===== src/hw/dstr_pkg.sv =====
package dstr_pkg;
    // ========================================================
    // register offsets
    localparam logic [7:0] OFS_FRAME_COUNT_LOW = 8'h67;
    localparam logic [7:0] OFS_FRAME_COUNT_MID = 8'h68;
    localparam logic [7:0] OFS_FRAME_COUNT_HIGH = 8'h69;
    localparam logic [7:0] OFS_MEAN_STREAM_RATE = 8'h6A;
    localparam logic [7:0] OFS_FIRMWARE_VERSION = 8'h71;
    localparam logic [7:0] OFS_RUN = 8'h72;
    localparam logic [7:0] OFS_HIGH_CORNER_LO = 8'h77;
    localparam logic [7:0] OFS_HIGH_CORNER_HI = 8'h78;
    localparam logic [7:0] OFS_LOW_CORNER_LO = 8'h79;
    localparam logic [7:0] OFS_LOW_CORNER_HI = 8'h7A;
    localparam logic [7:0] OFS_HIGH_SHELF_GAIN = 8'h7B;
    localparam logic [7:0] OFS_LOW_SHELF_GAIN = 8'h7C;
    localparam logic [7:0] OFS_TONE_HEADROOM = 8'h7D;

    // ========================================================
    // widths, fields and reset values
    localparam int REG_W = 8;
    localparam int FRAME_CNT_W = 24;
    localparam int CORNER_W = 16;
    localparam int RATE_IN_W = 9;
    localparam int RUN_BIT = 0;
    localparam logic [7:0] RST_BYTE = 8'h00;
    localparam logic [7:0] UNMAPPED_READ = 8'h00;
    localparam logic [15:0] RST_CORNER = 16'h0000;
    localparam logic [23:0] RST_FRAME_CNT = 24'h000000;
    localparam logic [23:0] FRAME_CNT_ONE = 24'h000001;
    localparam logic [8:0] RATE_ROUND = 9'h001;

    // ========================================================
    // gain limits: 12 steps of 1.5 dB make 18 dB
    localparam logic signed [7:0] GAIN_MAX_STEPS = 8'sh0C;
    localparam logic signed [7:0] GAIN_MIN_STEPS = -8'sh0C;

    // ========================================================
    // decoder run state
    typedef enum logic [1:0] {
        DSTR_IDLE = 2'b01,
        DSTR_DECODE = 2'b10
    } dstr_run_state_t;
endpackage : dstr_pkg


===== src/hw/dstr_sample_latch.sv =====
`timescale 1ns/100ps
// ============================================================
// shadow copy that follows its source only on an audio sample
module dstr_sample_latch #(
    parameter int WIDTH = 8
) (
    input wire logic clk,
    input wire logic rst,
    input wire logic clear,
    input wire logic sample_tick,
    input wire logic [WIDTH-1:0] src,
    output logic [WIDTH-1:0] applied
);
    // ========================================================
    // update on sample boundary so a sample never sees half a change
    always_ff @(posedge clk) begin
        if (rst || clear) begin
            applied <= '0;
        end else if (sample_tick) begin
            applied <= src;
        end
    end
endmodule : dstr_sample_latch


===== src/hw/decoder_status_tone_regs.sv =====
`timescale 1ns/100ps
// Summary of operation
// 24-bit frame count over three byte registers
// count advances once per decoded frame
// both resets clear the frame count
// mean stream rate halved, whole kbit/s
// firmware version readable after boot
// run bit starts decoding, resets clear
// host sets run after full setup
// treble corner is 16-bit, high byte above
// host keeps treble corner below Fs/2
// bass corner is 16-bit hertz value
// host keeps bass corner within limits
// treble gain signed, 1.5 dB, +-18 dB
// bass gain signed, 1.5 dB, +-18 dB
// headroom attenuates 1.5 dB per unit
// host sets headroom at least the boost
// read-only writes ignored; settings per sample
module decoder_status_tone_regs (
    input wire logic clk,
    input wire logic rst,
    input wire logic sw_reset,
    input wire logic [7:0] reg_addr,
    input wire logic reg_wr,
    input wire logic [dstr_pkg::REG_W-1:0] reg_wdata,
    input wire logic reg_rd,
    output logic [dstr_pkg::REG_W-1:0] reg_rdata,
    input wire logic frame_done,
    input wire logic [dstr_pkg::RATE_IN_W-1:0] avg_rate_kbps,
    input wire logic boot_done,
    input wire logic [dstr_pkg::REG_W-1:0] fw_version_code,
    input wire logic sample_tick,
    output logic decode_run,
    output logic [dstr_pkg::CORNER_W-1:0] treble_corner_hz,
    output logic [dstr_pkg::CORNER_W-1:0] bass_corner_hz,
    output logic signed [dstr_pkg::REG_W-1:0] treble_gain_steps,
    output logic signed [dstr_pkg::REG_W-1:0] bass_gain_steps,
    output logic [dstr_pkg::REG_W-1:0] headroom_steps,
    output logic [dstr_pkg::FRAME_CNT_W-1:0] frame_count
);
    import dstr_pkg::*;

    // ========================================================
    // storage
    logic clr_all;
    logic [FRAME_CNT_W-1:0] frame_cnt_ff;
    logic [REG_W-1:0] rate_ff;
    logic [REG_W-1:0] fw_ver_ff;
    logic run_ff;
    logic [CORNER_W-1:0] high_corner_ff;
    logic [CORNER_W-1:0] low_corner_ff;
    logic [REG_W-1:0] high_gain_ff;
    logic [REG_W-1:0] low_gain_ff;
    logic [REG_W-1:0] headroom_ff;
    logic [REG_W-1:0] rdata_ff;
    logic [REG_W-1:0] nxt_rdata;
    logic [FRAME_CNT_W-1:0] nxt_frame_cnt;
    logic [RATE_IN_W-1:0] rate_rounded;
    logic [RATE_IN_W:0] rate_sum;
    logic signed [REG_W-1:0] high_gain_lim;
    logic signed [REG_W-1:0] low_gain_lim;
    logic run_applied;
    logic [REG_W-1:0] high_gain_applied;
    logic [REG_W-1:0] low_gain_applied;
    dstr_run_state_t state_ff;
    dstr_run_state_t nxt_state;

    // hardware and software reset act alike on every register here except firmware version and read data, which only the hardware reset clears
    assign clr_all = rst || sw_reset;

    // ========================================================
    // frame counter
    // count decoded frames
    assign nxt_frame_cnt = frame_cnt_ff + FRAME_CNT_ONE;

    // clear on either reset
    always_ff @(posedge clk) begin
        if (clr_all) begin
            frame_cnt_ff <= RST_FRAME_CNT;
        end else if (frame_done) begin
            frame_cnt_ff <= nxt_frame_cnt;
        end
    end

    // ========================================================
    // mean stream rate, refreshed once per decoded frame
    // halve with rounding to whole kbit/s
    // one spare bit holds the rounding carry, but only the low byte is stored, so a top-of-range rate of 511 reads as zero
    assign rate_sum = {1'b0, avg_rate_kbps} + {1'b0, RATE_ROUND};
    assign rate_rounded = rate_sum[RATE_IN_W:1];

    always_ff @(posedge clk) begin
        if (clr_all) begin
            rate_ff <= RST_BYTE;
        end else if (frame_done) begin
            rate_ff <= rate_rounded[REG_W-1:0];
        end
    end

    // ========================================================
    // firmware version, captured at end of boot
    // only the hardware reset clears it; a software reset keeps the version
    // capture version after boot
    always_ff @(posedge clk) begin
        if (rst) begin
            fw_ver_ff <= RST_BYTE;
        end else if (boot_done) begin
            fw_ver_ff <= fw_version_code;
        end
    end

    // ========================================================
    // run register
    // run bit written by host
    always_ff @(posedge clk) begin
        if (clr_all) begin
            run_ff <= 1'b0;
        end else if (reg_wr && reg_addr == OFS_RUN) begin
            run_ff <= reg_wdata[RUN_BIT];
        end
    end

    // ========================================================
    // tone settings, byte writes; read-only offsets fall through
    // corner bytes land one at a time, so write both between two samples
    // only writable offsets decode
    always_ff @(posedge clk) begin
        if (clr_all) begin
            high_corner_ff <= RST_CORNER;
            low_corner_ff <= RST_CORNER;
            high_gain_ff <= RST_BYTE;
            low_gain_ff <= RST_BYTE;
            headroom_ff <= RST_BYTE;
        end else if (reg_wr) begin
            unique case (reg_addr)
                // treble corner byte pair
                OFS_HIGH_CORNER_LO: high_corner_ff[7:0] <= reg_wdata;
                OFS_HIGH_CORNER_HI: high_corner_ff[15:8] <= reg_wdata;
                // bass corner byte pair
                OFS_LOW_CORNER_LO: low_corner_ff[7:0] <= reg_wdata;
                OFS_LOW_CORNER_HI: low_corner_ff[15:8] <= reg_wdata;
                OFS_HIGH_SHELF_GAIN: high_gain_ff <= reg_wdata;
                OFS_LOW_SHELF_GAIN: low_gain_ff <= reg_wdata;
                OFS_TONE_HEADROOM: headroom_ff <= reg_wdata;
                default: begin
                end
            endcase
        end
    end

    // ========================================================
    // gain limiting: out-of-range codes saturate at +-18 dB
    // readback stays raw so the host sees exactly the code it wrote
    // treble gain limit
    always_comb begin
        if ($signed(high_gain_ff) > GAIN_MAX_STEPS) begin
            high_gain_lim = GAIN_MAX_STEPS;
        end else if ($signed(high_gain_ff) < GAIN_MIN_STEPS) begin
            high_gain_lim = GAIN_MIN_STEPS;
        end else begin
            high_gain_lim = $signed(high_gain_ff);
        end
    end

    // bass gain limit
    always_comb begin
        if ($signed(low_gain_ff) > GAIN_MAX_STEPS) begin
            low_gain_lim = GAIN_MAX_STEPS;
        end else if ($signed(low_gain_ff) < GAIN_MIN_STEPS) begin
            low_gain_lim = GAIN_MIN_STEPS;
        end else begin
            low_gain_lim = $signed(low_gain_ff);
        end
    end

    // ========================================================
    // sample-aligned copies that the audio path really uses
    // the clamped gain is latched, so no out-of-range code reaches the filters
    // apply on next sample
    dstr_sample_latch #(.WIDTH(1)) u_run_latch (
        .clk(clk),
        .rst(rst),
        .clear(sw_reset),
        .sample_tick(sample_tick),
        .src(run_ff),
        .applied(run_applied)
    );

    dstr_sample_latch #(.WIDTH(CORNER_W)) u_high_corner_latch (
        .clk(clk),
        .rst(rst),
        .clear(sw_reset),
        .sample_tick(sample_tick),
        .src(high_corner_ff),
        .applied(treble_corner_hz)
    );

    dstr_sample_latch #(.WIDTH(CORNER_W)) u_low_corner_latch (
        .clk(clk),
        .rst(rst),
        .clear(sw_reset),
        .sample_tick(sample_tick),
        .src(low_corner_ff),
        .applied(bass_corner_hz)
    );

    dstr_sample_latch #(.WIDTH(REG_W)) u_high_gain_latch (
        .clk(clk),
        .rst(rst),
        .clear(sw_reset),
        .sample_tick(sample_tick),
        .src(high_gain_lim),
        .applied(high_gain_applied)
    );

    dstr_sample_latch #(.WIDTH(REG_W)) u_low_gain_latch (
        .clk(clk),
        .rst(rst),
        .clear(sw_reset),
        .sample_tick(sample_tick),
        .src(low_gain_lim),
        .applied(low_gain_applied)
    );

    // headroom steps to output stage
    dstr_sample_latch #(.WIDTH(REG_W)) u_headroom_latch (
        .clk(clk),
        .rst(rst),
        .clear(sw_reset),
        .sample_tick(sample_tick),
        .src(headroom_ff),
        .applied(headroom_steps)
    );

    assign treble_gain_steps = $signed(high_gain_applied);
    assign bass_gain_steps = $signed(low_gain_applied);

    // ========================================================
    // decoder run state
    // clearing run returns to idle at the next sample, never mid-sample
    // leave idle on applied run
    always_comb begin
        nxt_state = state_ff;
        unique case (state_ff)
            DSTR_IDLE: begin
                if (run_applied) begin
                    nxt_state = DSTR_DECODE;
                end
            end
            DSTR_DECODE: begin
                if (!run_applied) begin
                    nxt_state = DSTR_IDLE;
                end
            end
            default: nxt_state = DSTR_IDLE;
        endcase
    end

    always_ff @(posedge clk) begin
        if (clr_all) begin
            state_ff <= DSTR_IDLE;
        end else begin
            state_ff <= nxt_state;
        end
    end

    assign decode_run = (state_ff == DSTR_DECODE);
    assign frame_count = frame_cnt_ff;

    // ========================================================
    // read path; unmapped offsets read as zero
    // count bytes are not snapshotted; a carry between byte reads can tear it
    // a read in the cycle of a write returns the value before the write
    // frame count byte mapping
    always_comb begin
        nxt_rdata = UNMAPPED_READ;
        unique case (reg_addr)
            OFS_FRAME_COUNT_LOW: nxt_rdata = frame_cnt_ff[7:0];
            OFS_FRAME_COUNT_MID: nxt_rdata = frame_cnt_ff[15:8];
            OFS_FRAME_COUNT_HIGH: nxt_rdata = frame_cnt_ff[23:16];
            OFS_MEAN_STREAM_RATE: nxt_rdata = rate_ff;
            OFS_FIRMWARE_VERSION: nxt_rdata = fw_ver_ff;
            OFS_RUN: nxt_rdata = {{(REG_W-1){1'b0}}, run_ff};
            OFS_HIGH_CORNER_LO: nxt_rdata = high_corner_ff[7:0];
            OFS_HIGH_CORNER_HI: nxt_rdata = high_corner_ff[15:8];
            OFS_LOW_CORNER_LO: nxt_rdata = low_corner_ff[7:0];
            OFS_LOW_CORNER_HI: nxt_rdata = low_corner_ff[15:8];
            OFS_HIGH_SHELF_GAIN: nxt_rdata = high_gain_ff;
            OFS_LOW_SHELF_GAIN: nxt_rdata = low_gain_ff;
            OFS_TONE_HEADROOM: nxt_rdata = headroom_ff;
            default: nxt_rdata = UNMAPPED_READ;
        endcase
    end

    // read data held until the next read strobe
    always_ff @(posedge clk) begin
        if (rst) begin
            rdata_ff <= RST_BYTE;
        end else if (reg_rd) begin
            rdata_ff <= nxt_rdata;
        end
    end

    assign reg_rdata = rdata_ff;
endmodule : decoder_status_tone_regs


===== config.mk =====
export PLATFORM = sky130hd
export DESIGN_NAME = decoder_status_tone_regs
export DESIGN_NICKNAME = d
export VERILOG_FILES = /design/src/hw/dstr_pkg.sv /design/src/hw/dstr_sample_latch.sv /design/src/hw/decoder_status_tone_regs.sv
export SDC_FILE = /design/constraint.sdc
export NUM_CORES = 1
export LEC_CHECK = 0
export BUFFER_PORTS_ARGS = -buffer_cell sky130_fd_sc_hd__buf_2
export CORE_ASPECT_RATIO = 0.9
export CORE_MARGIN = 2
export CORE_UTILIZATION = 45
export CTS_BUF_LIST = sky130_fd_sc_hd__clkbuf_8 sky130_fd_sc_hd__clkbuf_16
export CTS_CLUSTER_SIZE = 16
export DETAILED_ROUTE_END_ITERATION = 10
export GPL_TIMING_DRIVEN = 0
export PLACE_DENSITY_LB_ADDON = 0.25
export RECOVER_POWER = 50
export SLEW_MARGIN = 25
export SYNTH_ARGS = -nofsm -noshare
export SYNTH_HDL_FRONTEND = slang
export SYNTH_SLANG_ARGS = --single-unit

===== constraint.sdc =====
create_clock -name clk -period 2.3 [get_ports clk]
set_clock_uncertainty 0.2 [all_clocks]
set_input_delay 0.46 -clock clk [delete_from_list [all_inputs] [get_ports clk]]
set_output_delay 0.46 -clock clk [all_outputs]
set_load 0.02 [all_outputs]

**Word level (Yosys, flattened, before mapping)**

Cells that the tools add are included.

- Register bits after elaboration: 164
- Input port bits: 41
- Output and inout bits: 89
- Word-level logic and storage cells: 60

- $add $sub $neg: 2
- $lt $le $gt $ge: 4
- Equal/unequal tests: 17
- Muxes and demuxes: 8
- Reduce and logical (&&, ||, !) cells: 10

Operators by type and width:

| operator | number |
|---|---|
| $eq A8 B7 Y1 const B | 13 |
| $pmux W8 S13 | 1 |
| $mux W8 | 4 |
| $add A24 B1 Y24 const B | 1 |
| $gt A8 B5 Y1 const B | 2 |
| $lt A8 B5 Y1 const B | 2 |
| $reduce_and A2 Y1 | 8 |
| $add A9 B1 Y9 const B | 1 |
| $mux W2 | 2 |
| $pmux W2 S2 | 1 |
| $eq A2 B1 Y1 const B | 1 |
| $eq A2 B2 Y1 const B | 1 |
| $ne A2 B1 Y1 const B | 1 |
| $ne A2 B2 Y1 const B | 1 |
| $logic_and A1 B1 Y1 | 1 |
| $logic_or A1 B1 Y1 | 1 |

**Longest topological paths before layout**

Gate-level depths: netlist of the first run.

- Word-level depth: 3
- Mapped depth: 8
- Depth with buffers taken out: 6

**Hierarchy**

A second synthesis of the first run with hierarchy kept.

- Cells, all modules: 836
- Area, all modules: 7467.2 sq um

Modules (own cells, without submodules):

| module | instances | cells an instance | area each (sq um) | seq. area each (sq um) |
|---|---|---|---|---|
| decoder_status_tone_regs | 1 | 646 | 5377.7 | 2142.1 |
| dstr_sample_latch at u_high_corner_latch ... | 2 | 53 | 581.8 | 320.3 |
| dstr_sample_latch at u_headroom_latch ... | 3 | 27 | 295.3 | 160.2 |
| dstr_sample_latch at u_run_latch | 1 | 3 | 40.0 | 20.0 |

**Least setup slack after synthesis of the first run**

OpenSTA, ideal clock, no wires.

- Path type: input -> register
- Start: input reg_addr[1]
- End: register rdata_ff[3] (netlist: reg_rdata[3])
- Setup time: 0.132 ns
- Arrival time: 1.872 ns
- Data required time: 1.968 ns
- Setup slack: 0.097 ns
- Cell stages on the path: 5
- Path buffers: 1
- Cells stage by stage: buf_2 -> mux4_2 -> a221o_1 -> a2111oi_2 -> nor3_1

- Cells in the longest elaborated chain, start to end: 2
- Elaborated cells between the ends (all ways): 14
- Classes of those cells: eq/ne (13); mux (1)

RTL lines:

| item | line | RTL |
|---|---|---|
| start: declaration | decoder_status_tone_regs.sv:23 | `input wire logic [7:0] reg_addr,` |
| $eq A8 B7 Y1 | decoder_status_tone_regs.sv:277 | `unique case (reg_addr)` |
| $pmux W8 S13 (*) | decoder_status_tone_regs.sv:277 |  |
| end signal: assignment | decoder_status_tone_regs.sv:300 | `rdata_ff <= nxt_rdata;` |
| end: declaration | decoder_status_tone_regs.sv:55 | `logic [REG_W-1:0] rdata_ff;` |

Every way passes the cells marked *; elsewhere a longest branch is shown, timed or not.
A chain may end at the register's enable or synchronous reset.

**Final worst setup path of the first run**

- Start: input rst
- End: register u_high_corner_latch.applied[8]

- Cells in the longest elaborated chain, start to end: 1

RTL lines:

| item | line | RTL |
|---|---|---|
| start: declaration | decoder_status_tone_regs.sv:21 | `input wire logic rst,` |
| $logic_or A1 B1 Y1 | dstr_sample_latch.sv:17 | `if (rst \|\| clear) begin` |
| end signal: assignment | dstr_sample_latch.sv:20 | `applied <= src;` |
| end: declaration | dstr_sample_latch.sv:12 | `output logic [WIDTH-1:0] applied` |

Every way passes these cells.

==> results by group, run 1 <==
Clock network
  • Num CTS Buffers: 17
  • TritonCTS clock tree: built
  • H-tree depth: 4
  • Root buffer cell: clkbuf_16
  • CTS Buffer Depth: 2
  • Worst-path clk slew: 0.07 ns
  • Post-CTS setup buffers: 0
  • Total clock sinks: ~160
  • Clock Latency Late Sink: between 0.4 and 0.5 ns

Die
  • Starting Density: 45.9%
  • Die Wd: 139 um
  • Die area: about 17000 um2
  • Die height: ~130 um
  • Row count: 44
  • # IOs: between 100 and 150
  • Core outline area: 16100 um2

Routing
  • WL met1: 11100 um
  • Via/cell ratio: 5.74
  • Number of routed nets with antenna violations: 0
  • Max layer used: met4
  • Met2 Wirelength: roughly 11000 um
  • Drt total wl: 24300 um
  • Routed via count: 6923
  • DRC Markers: 0
  • Drt first pass iters: 6
  • Routed met3 length: 2030 um
  • Routed length per instance: 20.1 um
  • 1st-iter DRT viols: 476

STA
  • Period Utilization, post-route: 95.0%
  • Setup ws final: 0.116 ns
  • RSZ-0062 raised after global routing: false
  • Setup tns final: 0 ns
  • Min Tclk post-route: 2.18 ns
  • Worst hold slack: 0.0569 ns
  • Actual slew at the worst max-slew pin: 0.968 ns
  • Final setup fails: 0
  • Pins Over Slew Limit: 0
  • Fin. Hold Viols: 0
  • Slew HR: 35.5%
  • FMAX: 458 MHz

Synthesis
  • Synth unique cells: 60
  • Cells after Synth: 843
  • Synth warn: 0
  • Sequential share of the synthesized area: 44.5%
  • Area contributors post-synth: dfxtp_1 (45%), mux2i_1 (11%), nor2_1 (6.0%), a21oi_1 (4.5%), nand3_1 (3.9%)
  • Seq cells post-synth: 164
  • EDFF count, synth: 0
  • Area of the mapped netlist: 7370 um2
  • Syn Area/Cell: 8.74 um2
  • Share of the synthesized area in the top cell type: 44.5%
  • Mapped Nets: 888
  • Top FF cell, synth: dfxtp_1
  • Async SR Flop Fraction: 0%
  • Synth area leader: dfxtp_1

Cells and area
  • Multi-input gate area: 3800 um2
  • Post-Route Utilization: 54.5%
  • Fraction of layout cells with a size suffix above 1: about 11%
  • Fillers: 1596
  • Area growth from synthesis to layout: 19.0%
  • Register area: approximately 3300 um2
  • Final nets: roughly 1000
  • Ant diodes: 0

Setup path
  • Crit path launch type: primary input
  • Critical Path RT: between 2 and 2.5 ns
  • Arrival time worst endpoint: 2.29 ns
  • Crit path kind: in -> reg
  • CP endpoint kind: flip-flop
  • Worst-path maximum fanout: 10

Hold path
  • HP Class: in -> reg

Placement
  • Detailed placer's ending HPWL: 18200 um
  • Place WS: -0.634 ns
  • GPL Wtd Cong: 1.03
  • Buffers on Ports: 124

GRT
  • Initial antenna violation count: 0
  • Vias in the first global route: 6521
  • First-pass GRT wire length: 37400 um
  • Pin count of the biggest net entering global routing: 17
  • Congestion Overflow GR: 0
  • Total GRT Usage: between 20% and 30%

Power
  • Final Power: 6.27 mW
  • Leak pwr: 3.10 nW
  • Peak supply drop: 663 uV
  • P per Cell Area: roughly 700 nW/um2

Run status
  • Status: finished clean

Job
  • Max cap viols: 0
[routing by layer]
metal / global-route usage, % / up-vias
li1: - / 3279
met1: 38.8 / 3320
met2: 42.4 / 286
met3: 6.82 / 38
met4: 9.51 / 0
met5: 0 / -
[critical path, cell delays in order]
cell,delay (ns)
clkbuf_1,0.43
or2_2,0.21
clkbuf_1,0.32
clkbuf_2,0.38
clkbuf_1,0.39
nor2_1,0.10
[metrics by stage]
step	area, um2	std cells
finish	8770	1206
global route	8770	1206
CTS	8870	1206
detailed placement	8250	1174
global placement	8250	1174
floorplan	7370	843
[power by group]
group	switching, mW	total [mW]	leakage (nW)	internal, mW
clock network	1.28	3.02	0.299	1.74
logic	0.264	0.383	1.48	0.119
registers	0.0140	2.87	1.32	2.86
[cell families (layout without fill, tap and decap cells)]
group / after synthesis / count (layout) / synth area share, %
flops: 164 / 164 / 44.5
buf+inv: 67 / 223 / 3.90
mux: 88 / 88 / 12.2
fa+ha+maj: 4 / 4 / 0.679
simple gates: 346 / 346 / 22.8
compound gates: 145 / 145 / 12.4
xor+xnor: 29 / 29 / 3.45
[final cells by class]
type | instances | area share (%)
clock buffers | 17 | 4.85
clock inverters | 15 | 2.21
plain buffers | 58 | 3.01
well taps | 207 | 2.95
inverters | 9 | 0.385
multi-input cells | 612 | 43.3
flip-flops and latches | 164 | 37.4
repair buffers | 124 | 5.81
[final timing paths]
kind | slack, ns | end | cells past startpoint | from
max | 0.12 | u_high_corner_latch.applied[8] | 6 | rst
min | 0.06 | fw_ver_ff[1] | 3 | fw_version_code[1]
max reg2reg | 0.19 | frame_count[19] | 5 | frame_count[8]
min reg2reg | 0.27 | u_high_gain_latch.applied[4] | 2 | u_high_gain_latch.applied[4]
[state kept, by name, indices dropped and copies added, names as in the netlist, 16 cells and up]
register,flops
high_corner_ff,16
u_low_corner_latch.applied,16
u_high_corner_latch.applied,16
low_corner_ff,16
frame_count,24
[cells in the final DEF, fill, tap and decap left out, drive strengths merged, types with 4 or more instances in the layout]
cell,netlist,final
dfxtp,164,164
clkbuf,36,146
nor2,118,118
mux2i,81,81
nand2,73,73
a21oi,67,67
nand3,59,59
buf,22,53
o21ai,20,20
xnor2,17,17
nor3,16,16
inv,9,16
nand2b,15,15
xor2,12,12
nor2b,11,11
a22oi,9,9
nand4,9,9
a211oi,7,7
and3,6,6
nor4,6,6
a32o,6,6
mux2,6,6
a311oi,5,5
and4,5,5
o211ai,5,5
a31oi,5,5
nor3b,4,4
nand3b,4,4
ha,4,4
[timing repair]
item / 4_1_cts / 5_1_grt
resized for setup: 1 / 14
pin swaps: 0 / 0
hold buffers: 0 / 0
hold endpoints to repair: 0 / 0
endpoints found under the setup margin: 80 / 67
[synthesized netlist by cell type (12+ instances only)]
library cell and instances:
a21oi_1 67, buf_2 17, clkbuf_1 36, dfxtp_1 164, mux2i_1 81, nand2_1 73, nand2b_1 15, nand3_1 58
nor2_1 117, nor3_1 16, o21ai_0 20, xnor2_1 17, xor2_1 12
No activity file was read; power rests on OpenSTA's default activity.
==> run 2: changes to the inputs <==
- CELL_PAD_IN_SITES_DETAIL_PLACEMENT: unset -> 0
- CELL_PAD_IN_SITES_GLOBAL_PLACEMENT: unset -> 2
- CORE_MARGIN: 2 -> unset
- CORE_UTILIZATION: 45 -> 30
- SKIP_CTS_REPAIR_TIMING: unset -> 1
==> run 2 against run 1 <==
Die area up 45%. Core utilization down 18 points. Maximum frequency shrank 0.41%. Routed wire length up 13%. Non-clock buffer count is the same. Worst setup slack worse by 0.0091 ns. Critical path depth increased by 2. First-iteration DRC count rose by 24%. Clock-buffer cell count is 3 higher. Clock power decreased by 7.0%. Cell count rose by 8.3%. Critical path type unchanged.
==> results by group, run 2 (synthesis results as in run 1) <==
Run status
  • Status: finished clean

GRT
  • Vias in the first global route: approximately 6300
  • GR Util met1: 31.6%
  • First-pass GRT wire length: 40400 um
  • Initial antenna violation count: 0
  • Congestion Overflow GR: 0
  • Met2 usage: between 30% and 40%
  • Total GRT Usage: a little over a fifth
  • Met3 Use GR: 4.60%
  • Pin count of the biggest net entering global routing: 17
  • GR peak layer: met2

Clock network
  • Root buffer cell: clkbuf_16
  • Clock Latency Late Sink: 0.44 ns
  • Num CTS Buffers: 17
  • Worst-path clk slew: approximately 0.07 ns
  • H-tree depth: 4
  • CTS Buffer Depth: 2
  • TritonCTS clock tree: built
  • Total clock sinks: ~160

STA
  • Period Utilization, post-route: 95.4%
  • Actual slew at the worst max-slew pin: 0.973 ns
  • FMAX: between 400 and 500 MHz
  • Slew HR: a little over a third
  • Pins Over Slew Limit: 0
  • Fin. Hold Viols: 0
  • Setup tns final: 0 ns
  • Final setup fails: 0
  • Setup ws final: 0.107 ns
  • Min Tclk post-route: 2.19 ns
  • RSZ-0062 raised after global routing: false

Routing
  • Routed via count: 6785
  • Routed length per instance: between 20 and 25 um
  • Via/cell ratio: 5.20
  • Drt total wl: 27300 um
  • 1st-iter DRT viols: 590
  • DRC Markers: 0
  • Drt first pass iters: 9
  • Number of routed nets with antenna violations: 0

Cells and area
  • Most frequent cells in the layout: dfxtp_1 (164), clkbuf_1 (119), nor2_1 (117)
  • Commonest non-fill, non-tap cell in the layout: dfxtp_1
  • Ant diodes: 0
  • Max reg flops: 24
  • Final Instance Area: 8840 um2
  • Final cell count without fillers: roughly 1300
  • Fraction of layout cells with a size suffix above 1: between 10% and 20%
  • Final nets: between 1000 and 1500
  • Area growth from synthesis to layout: 20.0%

Setup path
  • Slowest stage delay, CP: 0.40 ns
  • Critical Path RT: around 2.4 ns
  • Crit path launch type: primary input
  • Slowest-stage cell, CP: nor2b_1
  • Worst-path maximum fanout: 10
  • Arrival time worst endpoint: 2.28 ns
  • CP endpoint kind: flip-flop
  • Crit path kind: in -> reg
  • Crit path cell chain: buf_2 > buf_2 > nor2b_1 > and2_1 > and3_1 > buf_2 > mux2i_1 > nor2_1
  • Most frequent CP cell: buf_2

Hold path
  • HP Class: in -> reg

Die
  • Die area: 25200 um2
  • # IOs: 130
  • Row count: 54
  • Die Wd: 167 um
  • Starting Density: 30.5%
  • Die height: between 150 and 200 um
  • Core outline area: 24200 um2

Placement
  • Place WS: -0.735 ns
  • GPL Wtd Cong: 0.891
  • Detailed placer's ending HPWL: around 21000 um
  • Buffers on Ports: 124
  • Placed cells: 1275
  • Post-DP Area: 8380 um2

Job
  • Max cap viols: 0

Power
  • P per Cell Area: approximately 690 nW/um2
  • Peak supply drop: 381 uV
  • Leak pwr: 3.09 nW
==> run 2: cell types whose count changed in the layout (fill, tap and decap cells not counted), sizes merged <==
cell,before,now
clkinvlp,2,1
clkinv,3,4
inv,16,14
buf,53,57
bufinv,3,1
clkbuf,146,145
==> run 2: metrics by stage <==
step / total power, mW / utilization (%) / hold WS (ns)
global route: 6.29 / 36.6 / 0.0562
floorplan: 3.15 / - / 0.241
CTS: 6.13 / 37.0 / 0.0634
global placement: 3.33 / 34.6 / 0.254
finish: 6.07 / 36.6 / 0.0670
detailed placement: 3.32 / 34.6 / 0.258
==> run 2: area by class of cell <==
cell class,count,area (um2)
Tap cell,308,385
Buffer,58,262
Sequential cell,164,3280
Timing Repair Buffer,124,509
Clock buffer,20,467
Inverter,9,33.8
Clock inverter,11,103
Fill cell,2614,15300
Multi-Input combinational cell,612,3800
==> run 2: worst paths after layout <==
check,startpoint,to,slack [ns],depth (start not counted)
worst max register to register,low_corner_ff[11],reg_rdata[3],0.18,4
worst min-delay path,fw_version_code[6],fw_ver_ff[6],0.07,3
worst max-delay path,reg_addr[0],headroom_ff[1],0.11,8
worst min register to register,u_low_gain_latch.applied[4],u_low_gain_latch.applied[4],0.27,2
==> run 2: routing by layer <==
metal | share of wire, % | vias up
met3 | 6.8 | 29
met4 | 1.8 | 0
met1 | 49 | 3239
met5 | 0 | -
li1 | - | 3275
met2 | 43 | 242
==> run 2: critical path, delay by kind of cell <==
| kind | cells | cell delay (ns) |
|---|---|---|
| and+or+nand+nor | 4 | 1.00 |
| buffers and inverters | 3 | 0.60 |
| muxes | 1 | 0.22 |
==> run 2: where the power goes <==
group | internal (mW) | switching (mW) | leakage [nW]
registers | 2.86 | 0.0166 | 1.32
clock network | 1.58 | 1.23 | 0.286
logic | 0.119 | 0.269 | 1.48
total | 4.55 | 1.52 | 3.09
